--- config.mk ---
export PLATFORM = sky130hd
export DESIGN_NAME = bglc_top
export DESIGN_NICKNAME = d
export VERILOG_FILES = /design/src/verilog/bglc_pkg.sv /design/src/verilog/bglc_sync3.sv /design/src/verilog/bglc_top.sv
export SDC_FILE = /design/constraint.sdc
export NUM_CORES = 1
export LEC_CHECK = 0
export ABC_CLOCK_PERIOD_IN_PS = 3550
export BUFFER_PORTS_ARGS = -buffer_cell sky130_fd_sc_hd__buf_2
export CORE_MARGIN = 4
export CORE_UTILIZATION = 60
export CTS_BUF_LIST = sky130_fd_sc_hd__clkbuf_4
export CTS_CLUSTER_SIZE = 20
export DETAILED_ROUTE_END_ITERATION = 12
export GPL_TIMING_DRIVEN = 0
export PLACE_DENSITY_LB_ADDON = 0.1
export SYNTH_ARGS = -nofsm -noshare
export SYNTH_HDL_FRONTEND = slang
export SYNTH_SLANG_ARGS = --single-unit
--- constraint.sdc ---
create_clock -name clk -period 3.55 [get_ports clk]
set_input_delay 0.355 -clock clk [delete_from_list [all_inputs] [get_ports clk]]
set_output_delay 0.355 -clock clk [all_outputs]
set_load 0.01 [all_outputs]
--- src/verilog/bglc_pkg.sv ---
// Purpose: Constants for the baud rate generator and line coder block.
// Assumes: 8-bit register port, one 100 MHz clock.
// Notes: Behaviour list below.
//
// Behaviour
// - Two 8-bit constant bytes feed a 16-bit down counter and toggling output.
// - On start the output is set high and the counter loaded.
// - At zero the output toggles and the counter reloads, forever.
// - Software reads the time constant back as low and high bytes.
// - A new constant reaches the counter only at reload or start.
// - Generator output may drive the shared clock pin when no clock uses it.
// - Source select 0 takes the clock pin, 1 takes the bus clock.
// - Runs only while enabled; hardware reset clears enable, soft reset not.
// - Enable is synchronised to the generator clock, delaying the start.
// - Clearing enable stops the generator at once.
// - Bit rate is clock over two times mode times constant plus two.
// - Hardware reset selects the clock pin as generator source.
// - A two-bit field picks NRZ, NRZI, FM1 or FM0 in x1 modes.
// - Line coding stays active while transmitter or receiver idles.
// - NRZ sends one high and zero low for the whole cell.
// - NRZI keeps level for one and inverts it for zero.
// - FM1 toggles every boundary and mid-cell for a one.
// - NRZ/NRZI receive on one edge, FM on both; transmit mid on other.
// - SDLC NRZI mark idle forces the data pin high after closing flag.
`default_nettype none
package bglc_pkg;
  localparam int BGLC_DW = 8;
  localparam int BGLC_AW = 4;
  localparam int BGLC_TCW = 16;
  localparam int BGLC_DIVW = 7;
  // Register addresses
  localparam logic [3:0] BGLC_A_FMT = 4'hA;
  localparam logic [3:0] BGLC_A_MODE = 4'hB;
  localparam logic [3:0] BGLC_A_TCL = 4'hC;
  localparam logic [3:0] BGLC_A_TCH = 4'hD;
  localparam logic [3:0] BGLC_A_MISC = 4'hE;
  localparam logic [3:0] BGLC_A_STAT = 4'hF;
  // Field positions
  localparam int BGLC_MISC_EN = 0;
  localparam int BGLC_MISC_SRC = 1;
  localparam int BGLC_FMT_MARK = 3;
  localparam int BGLC_FMT_ENC_LO = 5;
  localparam int BGLC_FMT_ENC_HI = 6;
  localparam int BGLC_MODE_SDLC = 0;
  localparam int BGLC_MODE_TXPIN = 1;
  localparam int BGLC_MODE_RXPIN = 2;
  localparam int BGLC_MODE_CM_LO = 3;
  localparam int BGLC_MODE_CM_HI = 4;
  localparam int BGLC_MODE_DRV = 5;
  // Reset values
  localparam logic [7:0] BGLC_RST_REG = 8'h00;
  localparam logic [15:0] BGLC_RST_TC = 16'h0000;
  // Clock mode factors
  localparam logic [6:0] BGLC_CM_X1 = 7'h01;
  localparam logic [6:0] BGLC_CM_X16 = 7'h10;
  localparam logic [6:0] BGLC_CM_X32 = 7'h20;
  localparam logic [6:0] BGLC_CM_X64 = 7'h40;
  typedef enum logic [1:0] {BGLC_NRZ, BGLC_NRZI, BGLC_FM1, BGLC_FM0} bglc_enc_e;
endpackage
`default_nettype wire

--- src/verilog/bglc_sync3.sv ---
// Purpose: Three-flop input synchroniser with agreement filter.
// Assumes: Input is asynchronous to clk.
// Notes: Output follows once second and third flops agree.
`default_nettype none
module bglc_sync3 (
  // Clock and reset
  input wire logic clk,
  input wire logic rst,
  // Signal
  input wire logic din,
  output logic dout
);
  logic s1_ff;
  logic s2_ff;
  logic s3_ff;
  logic dout_ff;
  wire agree = (s2_ff == s3_ff);
  wire nxt_dout = agree ? s3_ff : dout_ff;

  always_ff @(posedge clk) begin
    if (rst) begin
      s1_ff <= 1'b0;
      s2_ff <= 1'b0;
      s3_ff <= 1'b0;
      dout_ff <= 1'b0;
    end else begin
      s1_ff <= din;
      s2_ff <= s1_ff;
      s3_ff <= s2_ff;
      dout_ff <= nxt_dout;
    end
  end

  assign dout = dout_ff;
endmodule
`default_nettype wire

--- src/verilog/bglc_top.sv ---
// Purpose: Baud rate generator and serial line coder for one channel.
// Assumes: Single 100 MHz clock; pins sampled through three flops.
// Notes: Generator clock is either every bus cycle or pin rising edges.
//
// Added by the designer: the register addresses and the strobed register port.
`default_nettype none
module bglc_top (
  // Clock and reset
  input wire logic clk,
  input wire logic rst,
  input wire logic soft_rst,
  // Register port
  input wire logic [bglc_pkg::BGLC_AW-1:0] reg_addr,
  input wire logic [bglc_pkg::BGLC_DW-1:0] reg_wdata,
  input wire logic reg_wr,
  input wire logic reg_rd,
  output logic [bglc_pkg::BGLC_DW-1:0] reg_rdata,
  // Clock pins
  input wire logic shared_rx_clock_pin,
  output logic shared_tx_clock_pin_o,
  output logic shared_tx_clock_pin_oe,
  // Data pins
  input wire logic rxd_pin,
  output logic txd_pin,
  // Transmitter side
  input wire logic tx_bit,
  input wire logic sdlc_flag_end,
  output logic tx_take,
  output logic tx_bit_clock,
  // Receiver side
  output logic rx_bit,
  output logic rx_bit_valid
);
  import bglc_pkg::*;

  // ----------------------------------------
  // Register storage
  // ----------------------------------------
  logic [7:0] tc_lo_ff;
  logic [7:0] tc_hi_ff;
  logic [7:0] misc_ff;
  logic [7:0] fmt_ff;
  logic [7:0] mode_ff;
  logic [7:0] rdata_ff;

  wire wr_fmt = reg_wr && (reg_addr == BGLC_A_FMT);
  wire wr_mode = reg_wr && (reg_addr == BGLC_A_MODE);
  wire wr_tcl = reg_wr && (reg_addr == BGLC_A_TCL);
  wire wr_tch = reg_wr && (reg_addr == BGLC_A_TCH);
  wire wr_misc = reg_wr && (reg_addr == BGLC_A_MISC);

  wire [15:0] tc_val = {tc_hi_ff, tc_lo_ff};
  wire enable = misc_ff[BGLC_MISC_EN];
  wire src_bus = misc_ff[BGLC_MISC_SRC];
  wire mark_idle = fmt_ff[BGLC_FMT_MARK];
  wire [1:0] enc_bits = fmt_ff[BGLC_FMT_ENC_HI:BGLC_FMT_ENC_LO];
  bglc_enc_e enc;
  assign enc = bglc_enc_e'(enc_bits);
  wire sdlc = mode_ff[BGLC_MODE_SDLC];
  wire tx_from_pin = mode_ff[BGLC_MODE_TXPIN];
  wire rx_from_pin = mode_ff[BGLC_MODE_RXPIN];
  wire pin_drive = mode_ff[BGLC_MODE_DRV];
  wire [1:0] cm_bits = mode_ff[BGLC_MODE_CM_HI:BGLC_MODE_CM_LO];

  // Hardware reset only: soft reset must not stop the generator
  always_ff @(posedge clk) begin
    if (rst) begin
      misc_ff <= BGLC_RST_REG;
    end else if (wr_misc) begin
      misc_ff <= reg_wdata;
    end
  end

  // Constant writes touch storage only, counter picks them up on reload
  always_ff @(posedge clk) begin
    if (rst) begin
      tc_lo_ff <= BGLC_RST_TC[7:0];
      tc_hi_ff <= BGLC_RST_TC[15:8];
    end else begin
      if (wr_tcl) begin
        tc_lo_ff <= reg_wdata;
      end
      if (wr_tch) begin
        tc_hi_ff <= reg_wdata;
      end
    end
  end

  always_ff @(posedge clk) begin
    if (rst || soft_rst) begin
      fmt_ff <= BGLC_RST_REG;
      mode_ff <= BGLC_RST_REG;
    end else begin
      if (wr_fmt) begin
        fmt_ff <= reg_wdata;
      end
      if (wr_mode) begin
        mode_ff <= reg_wdata;
      end
    end
  end

  // ----------------------------------------
  // Pin synchronisers
  // ----------------------------------------
  logic clk_pin_s;
  logic rxd_s;
  logic clk_pin_prev_ff;

  bglc_sync3 u_sync_clk (
    .clk(clk),
    .rst(rst),
    .din(shared_rx_clock_pin),
    .dout(clk_pin_s)
  );

  bglc_sync3 u_sync_rxd (
    .clk(clk),
    .rst(rst),
    .din(rxd_pin),
    .dout(rxd_s)
  );

  always_ff @(posedge clk) begin
    if (rst) begin
      clk_pin_prev_ff <= 1'b0;
    end else begin
      clk_pin_prev_ff <= clk_pin_s;
    end
  end

  wire pin_rise = clk_pin_s && !clk_pin_prev_ff;
  wire gen_tick = src_bus ? 1'b1 : pin_rise;

  // ----------------------------------------
  // Rate generator
  // ----------------------------------------
  logic [1:0] start_ff;
  logic [15:0] cnt_ff;
  logic load_ph_ff;
  logic gen_out_ff;

  // Start takes two generator ticks, stop is immediate
  wire [1:0] nxt_start = !enable ? 2'b00 :
                         gen_tick ? {start_ff[0], 1'b1} : start_ff;
  wire run = start_ff[1] && enable;
  wire do_load = run && gen_tick && load_ph_ff;
  wire at_zero = run && gen_tick && !load_ph_ff && (cnt_ff == BGLC_RST_TC);
  wire do_dec = run && gen_tick && !load_ph_ff && (cnt_ff != BGLC_RST_TC);
  wire gen_fall = at_zero && gen_out_ff;
  wire gen_rise = at_zero && !gen_out_ff;

  always_ff @(posedge clk) begin
    if (rst) begin
      start_ff <= 2'b00;
    end else begin
      start_ff <= nxt_start;
    end
  end

  // Load phase costs one tick, so a half period is constant plus two ticks
  always_ff @(posedge clk) begin
    if (rst || !run) begin
      gen_out_ff <= 1'b1;
      load_ph_ff <= 1'b1;
      cnt_ff <= BGLC_RST_TC;
    end else if (do_load) begin
      cnt_ff <= tc_val;
      load_ph_ff <= 1'b0;
    end else if (at_zero) begin
      gen_out_ff <= !gen_out_ff;
      load_ph_ff <= 1'b1;
    end else if (do_dec) begin
      cnt_ff <= cnt_ff - 16'h0001;
    end
  end

  // ----------------------------------------
  // Bit cell timing
  // ----------------------------------------
  logic [6:0] div_ff;
  wire [6:0] cm_val = (cm_bits == 2'b00) ? BGLC_CM_X1 :
                      (cm_bits == 2'b01) ? BGLC_CM_X16 :
                      (cm_bits == 2'b10) ? BGLC_CM_X32 : BGLC_CM_X64;
  wire [6:0] cm_last = cm_val - BGLC_CM_X1;
  wire [6:0] cm_half = cm_val >> 1;
  // Boundary on falling generator edge, mid-cell on rising edge
  // At or past the last count, so a smaller mode written mid-cell cannot skip a wrap
  wire bnd = gen_fall && (div_ff >= cm_last);
  wire mid = gen_rise && (div_ff == cm_half);

  always_ff @(posedge clk) begin
    if (rst || !run) begin
      div_ff <= 7'h00;
    end else if (gen_fall) begin
      div_ff <= bnd ? 7'h00 : div_ff + BGLC_CM_X1;
    end
  end

  // ----------------------------------------
  // Transmit encoder
  // ----------------------------------------
  logic txd_ff;
  logic cur_bit_ff;
  logic take_ff;
  logic flag_pend_ff;
  logic force_ff;

  wire force_arm = sdlc && (enc == BGLC_NRZI) && mark_idle;
  logic nxt_txd;

  // Coding runs whether or not a transmitter is active
  always_comb begin
    nxt_txd = txd_ff;
    if (force_ff) begin
      nxt_txd = 1'b1;
    end else if (bnd) begin
      unique case (enc)
        BGLC_NRZ: nxt_txd = tx_bit;
        BGLC_NRZI: nxt_txd = tx_bit ? txd_ff : !txd_ff;
        BGLC_FM1: nxt_txd = !txd_ff;
        BGLC_FM0: nxt_txd = !txd_ff;
      endcase
    end else if (mid) begin
      unique case (enc)
        BGLC_NRZ: nxt_txd = txd_ff;
        BGLC_NRZI: nxt_txd = txd_ff;
        BGLC_FM1: nxt_txd = cur_bit_ff ? !txd_ff : txd_ff;
        BGLC_FM0: nxt_txd = cur_bit_ff ? txd_ff : !txd_ff;
      endcase
    end
  end

  always_ff @(posedge clk) begin
    if (rst || soft_rst) begin
      txd_ff <= 1'b1;
      cur_bit_ff <= 1'b0;
      take_ff <= 1'b0;
    end else begin
      txd_ff <= nxt_txd;
      take_ff <= bnd;
      if (bnd) begin
        cur_bit_ff <= tx_bit;
      end
    end
  end

  // Force waits for the falling edge after the closing flag's last bit
  always_ff @(posedge clk) begin
    if (rst || soft_rst || !force_arm) begin
      flag_pend_ff <= 1'b0;
      force_ff <= 1'b0;
    end else if (sdlc_flag_end) begin
      flag_pend_ff <= 1'b1;
    end else if (flag_pend_ff && gen_fall) begin
      flag_pend_ff <= 1'b0;
      force_ff <= 1'b1;
    end
  end

  // ----------------------------------------
  // Receive decoder
  // ----------------------------------------
  logic first_ff;
  logic prev_ff;
  logic rx_bit_ff;
  logic rx_val_ff;
  wire fm = (enc == BGLC_FM1) || (enc == BGLC_FM0);
  // Synchronised level is the half cell before the edge
  wire fm_bit = (enc == BGLC_FM1) ? (first_ff != rxd_s) : (first_ff == rxd_s);
  wire nrz_bit = (enc == BGLC_NRZ) ? rxd_s : (rxd_s == prev_ff);

  always_ff @(posedge clk) begin
    if (rst || soft_rst) begin
      first_ff <= 1'b1;
      prev_ff <= 1'b1;
      rx_bit_ff <= 1'b0;
      rx_val_ff <= 1'b0;
    end else begin
      rx_val_ff <= 1'b0;
      if (mid) begin
        first_ff <= rxd_s;
        if (!fm) begin
          prev_ff <= rxd_s;
          rx_bit_ff <= nrz_bit;
          rx_val_ff <= 1'b1;
        end
      end
      if (bnd && fm) begin
        rx_bit_ff <= fm_bit;
        rx_val_ff <= 1'b1;
      end
    end
  end

  // ----------------------------------------
  // Clock pin drive and read port
  // ----------------------------------------
  logic pin_o_ff;
  logic pin_oe_ff;
  wire nxt_pin_oe = pin_drive && !tx_from_pin && !rx_from_pin;

  always_ff @(posedge clk) begin
    if (rst) begin
      pin_o_ff <= 1'b1;
      pin_oe_ff <= 1'b0;
    end else begin
      pin_o_ff <= gen_out_ff;
      pin_oe_ff <= nxt_pin_oe;
    end
  end

  wire [7:0] stat_val = {4'h0, force_ff, txd_ff, run, gen_out_ff};
  wire [7:0] rd_mux = (reg_addr == BGLC_A_FMT) ? fmt_ff :
                      (reg_addr == BGLC_A_MODE) ? mode_ff :
                      (reg_addr == BGLC_A_TCL) ? tc_lo_ff :
                      (reg_addr == BGLC_A_TCH) ? tc_hi_ff :
                      (reg_addr == BGLC_A_MISC) ? misc_ff :
                      (reg_addr == BGLC_A_STAT) ? stat_val : BGLC_RST_REG;

  always_ff @(posedge clk) begin
    if (rst) begin
      rdata_ff <= BGLC_RST_REG;
    end else begin
      rdata_ff <= reg_rd ? rd_mux : BGLC_RST_REG;
    end
  end

  assign reg_rdata = rdata_ff;
  assign shared_tx_clock_pin_o = pin_o_ff;
  assign shared_tx_clock_pin_oe = pin_oe_ff;
  assign txd_pin = txd_ff;
  assign tx_take = take_ff;
  assign tx_bit_clock = gen_out_ff;
  assign rx_bit = rx_bit_ff;
  assign rx_bit_valid = rx_val_ff;
endmodule
`default_nettype wire

==> results.md <==
* ANT cells at 0
* Slew margin rel. at 22.1%
* # clock sinks at 95
* Area leader, netlist: dfxtp_1
* Final setup margin at 972 ps
* Worst R2R End: cnt_ff[8]$_SDFFE_PP0P_
* Register area share after synthesis at 42.4%
* I/O pin cnt at 36
* TNS Setup at 0 ps
* Wire length of the first global-routing pass at 18400 um
* Vias at 3935
* Ys async rst share at 0%
* Drt pass-1 iters at 5
* Combinational power share at 5.1%
* Post-synth top flop: dfxtp_1
* Clk Latency, worst-skew pair at 470 ps
* Setup violators final at 0
* Vias per cell at 5.98
* Pin count of the biggest net entering global routing at 20
* Layout area overhead at 9.61%
* RSZ-0062 raised after global routing: no
* Hold Startpoint: shared_rx_clock_pin
* Synth top area share at 42.4%
* CORE AREA at 7250 um^2
* Die X at 94.5 um
* Grt total ovfl at 0
* Arrival @ worst endpoint at 2980 ps
* Die Ht at 94.5 um
* Syn Nets at 536
* Share of layout cells above drive strength 1 at 13.1%
* Top sig layer: met4
* Routed length on met3 at 712 um
* Met1 wire length at 4930 um
* Worst Path Class, Setup: reg -> reg
* Worst Clk Skew at 16.2 ps
* Hold path endpoint: u_sync_clk.s1_ff$_SDFF_PP0_
* Post-Layout Cell Count at 658
* Cell Area, Synth at 4490 um^2
* Initial antenna violation count at 0
* Clk network pwr share at 33.4%
* FF-to-FF Start: cnt_ff[7]$_SDFFE_PP0P_
* Worst slew pin tran at 1160 ps
* R2R Setup Slk at 970 ps
* Leak Pwr at 1.75 nW
* DR WL/cell at 17.2 um
* Nature of the critical path startpoint: flop
* Tcrit/Tclk final at 72.6%
* CTS tree: yes
* VDD IR max at 0.000266 V
* Placement Setup Slack at 1010 ps
* Hold/Removal Path Class: in -> reg
* Tmin final at 2580 ps
* Slew Viols, Final at 0
* Port Buf Inserts at 34
* CP Data Required Time at 3950 ps
* Unique cell type count in the Yosys netlist at 66
* Critical-path maximum fanout at 10
* Max-cap violation count at 0
* Max Root-Sink Buffers at 2
* Residual DRC at 0
* Synth top area cells: dfxtp_1, mux2i_1, nor2_1, a21oi_1, nand2_1
* Register-to-Register Path Depth at 7
* Worst setup EP type: flop
* Hold path cells at 2
* YS warnings at 0
* Rows at 31
* Total Wirelength at 11300 um
* Fmax at 0.388 GHz
* Total power at 1.76 mW
* Gpl congestion at 0.955
* Sw Share at 27.5%
* Yosys reg bits at 95
* Placed cells at 642
* Status: finished clean
* Syn Inst Count at 509
* DR WL met2 at 5480 um
* Pwr Density at 357 nW/um^2
* Number of global-route vias before repair at 3771
* DRT iter0 DRCs at 224
* Starting Density at 61.9%
* Number of synthesized flops with an enable pin at 0
* Clock transition at path regs at 170 ps
* CTS Hold Buffers Added at 0
* H-Tree Depth at 3
* Post-CTS setup buffer count at 0
* CTS resizes at 0
* Sw Pwr at 482 uW
* Sequential share of power at 61.5%
* Mean post-synth cell area at 8.82 um^2
* Antenna-violating nets left at 0
* Hpwl dp at 8360 um
* Num CTS Buffers at 9
* All-Layer GR Usage at 26.6%
* Internal at 1.27 mW
* Die area at 8930 um^2
* Fin nets at 581
* CTS root buf: clkbuf_4
* Hold Vio Cnt, Final at 0
[area by class of cell]
type / instances / area, um^2
multi-input cells: 371 / 2410
fillers: 625 / 2330
flip-flops and latches: 95 / 1900
repair buffers: 34 / 170
plain buffers: 29 / 126
well taps: 99 / 124
clock inverters: 7 / 70.1
clock buffers: 9 / 67.6
inverters: 14 / 52.6
[metal layers]
metal | up-vias | GRT usage [%]
met3 | 19 | 5.10
met1 | 1887 | 34.2
met2 | 121 | 45.1
li1 | 1908 | -
met5 | - | 0
met4 | 0 | 8.29
[synthesized netlist by cell type (4+ instances only)]
cell type	number
mux2i_1	48
a21oi_1	34
a32oi_1	5
nor3_1	8
or3_1	4
a31oi_1	8
buf_1	4
and3_1	4
nand3_1	12
clkbuf_1	21
inv_1	14
dfxtp_1	95
a211oi_1	4
xor2_1	6
o21ai_1	8
nor2_1	76
nor2b_1	11
xnor2_1	6
o21ai_0	11
nor4_1	8
nor3b_1	5
nand2b_1	4
nand2_1	38
ha_1	6
[registers in the layout, indices dropped and copies added, names as in the netlist, 2 cells and up]
register and cells:
cnt_ff 16, fmt_ff 8, misc_ff 8, mode_ff 8, reg_rdata 8, tc_hi_ff 8, tc_lo_ff 8, div_ff 7
start_ff 2
[power by group through the flow]
stage	registers (mW)	clock network [mW]	logic [mW]
after global routing	1.08	0.641	0.0971
after detailed placement	1.10	0	0.0881
after floorplan	1.10	0	0.0515
final	1.08	0.586	0.0897
after global placement	1.10	0	0.0861
after CTS	1.08	0.597	0.0883
[cells in the final DEF (no fill, tap or decap), types with 8 or more instances in the layout]
master / count
dfxtp_1: 95
nor2_1: 76
mux2i_1: 48
nand2_1: 38
buf_2: 36
a21oi_1: 34
clkbuf_1: 21
inv_1: 14
nand3_1: 12
nor2b_1: 11
o21ai_0: 11
clkbuf_4: 9
nor3_1: 8
nor4_1: 8
o21ai_1: 8
a31oi_1: 8
[worst max-delay path by stage]
stage | start | to | slack (ps) | cells after the start
after floorplan | cnt_ff[7]$_SDFFE_PP0P_ | first_ff$_SDFFE_PP1P_ | 1180 | 7
after global placement | cnt_ff[7]$_SDFFE_PP0P_ | first_ff$_SDFFE_PP1P_ | 990 | 7
after detailed placement | cnt_ff[7]$_SDFFE_PP0P_ | first_ff$_SDFFE_PP1P_ | 1010 | 7
after CTS | cnt_ff[7]$_SDFFE_PP0P_ | first_ff$_SDFFE_PP1P_ | 980 | 7
after global routing | misc_ff[1]$_SDFFE_PP0P_ | cnt_ff[7]$_SDFFE_PP0P_ | 860 | 5
final | cnt_ff[7]$_SDFFE_PP0P_ | cnt_ff[8]$_SDFFE_PP0P_ | 970 | 7
[cell families after synthesis]
family,count (synthesis),share of synthesized area (%)
buffers and inverters,43,3.98
AND/OR/NAND/NOR,198,22.3
XOR/XNOR,12,2.34
flip-flops,95,42.4
adder cells (fa/ha/maj),6,1.67
AO/OA/AOI/OAI,102,14.7
multiplexers,53,12.7
[metrics by stage]
step,instance area (um^2),hold WS (ps),util (%)
6_report,4920,88.4,67.9
5_1_grt,4920,89.5,67.9
4_1_cts,4920,72.4,67.9
3_5_place_dp,4780,420,66.0
3_3_place_gp,4780,417,66.0
2_1_floorplan,4490,414,-
[worst max-delay path: stages (launching register included)]
cell,delay [ps]
dfxtp_1,390
or4_4,580
or4_4,530
buf_6,160
o21ai_2,320
buf_2,310
o21ai_1,110
a21oi_1,130
Note: power is estimated with default switching activity, not from simulation.
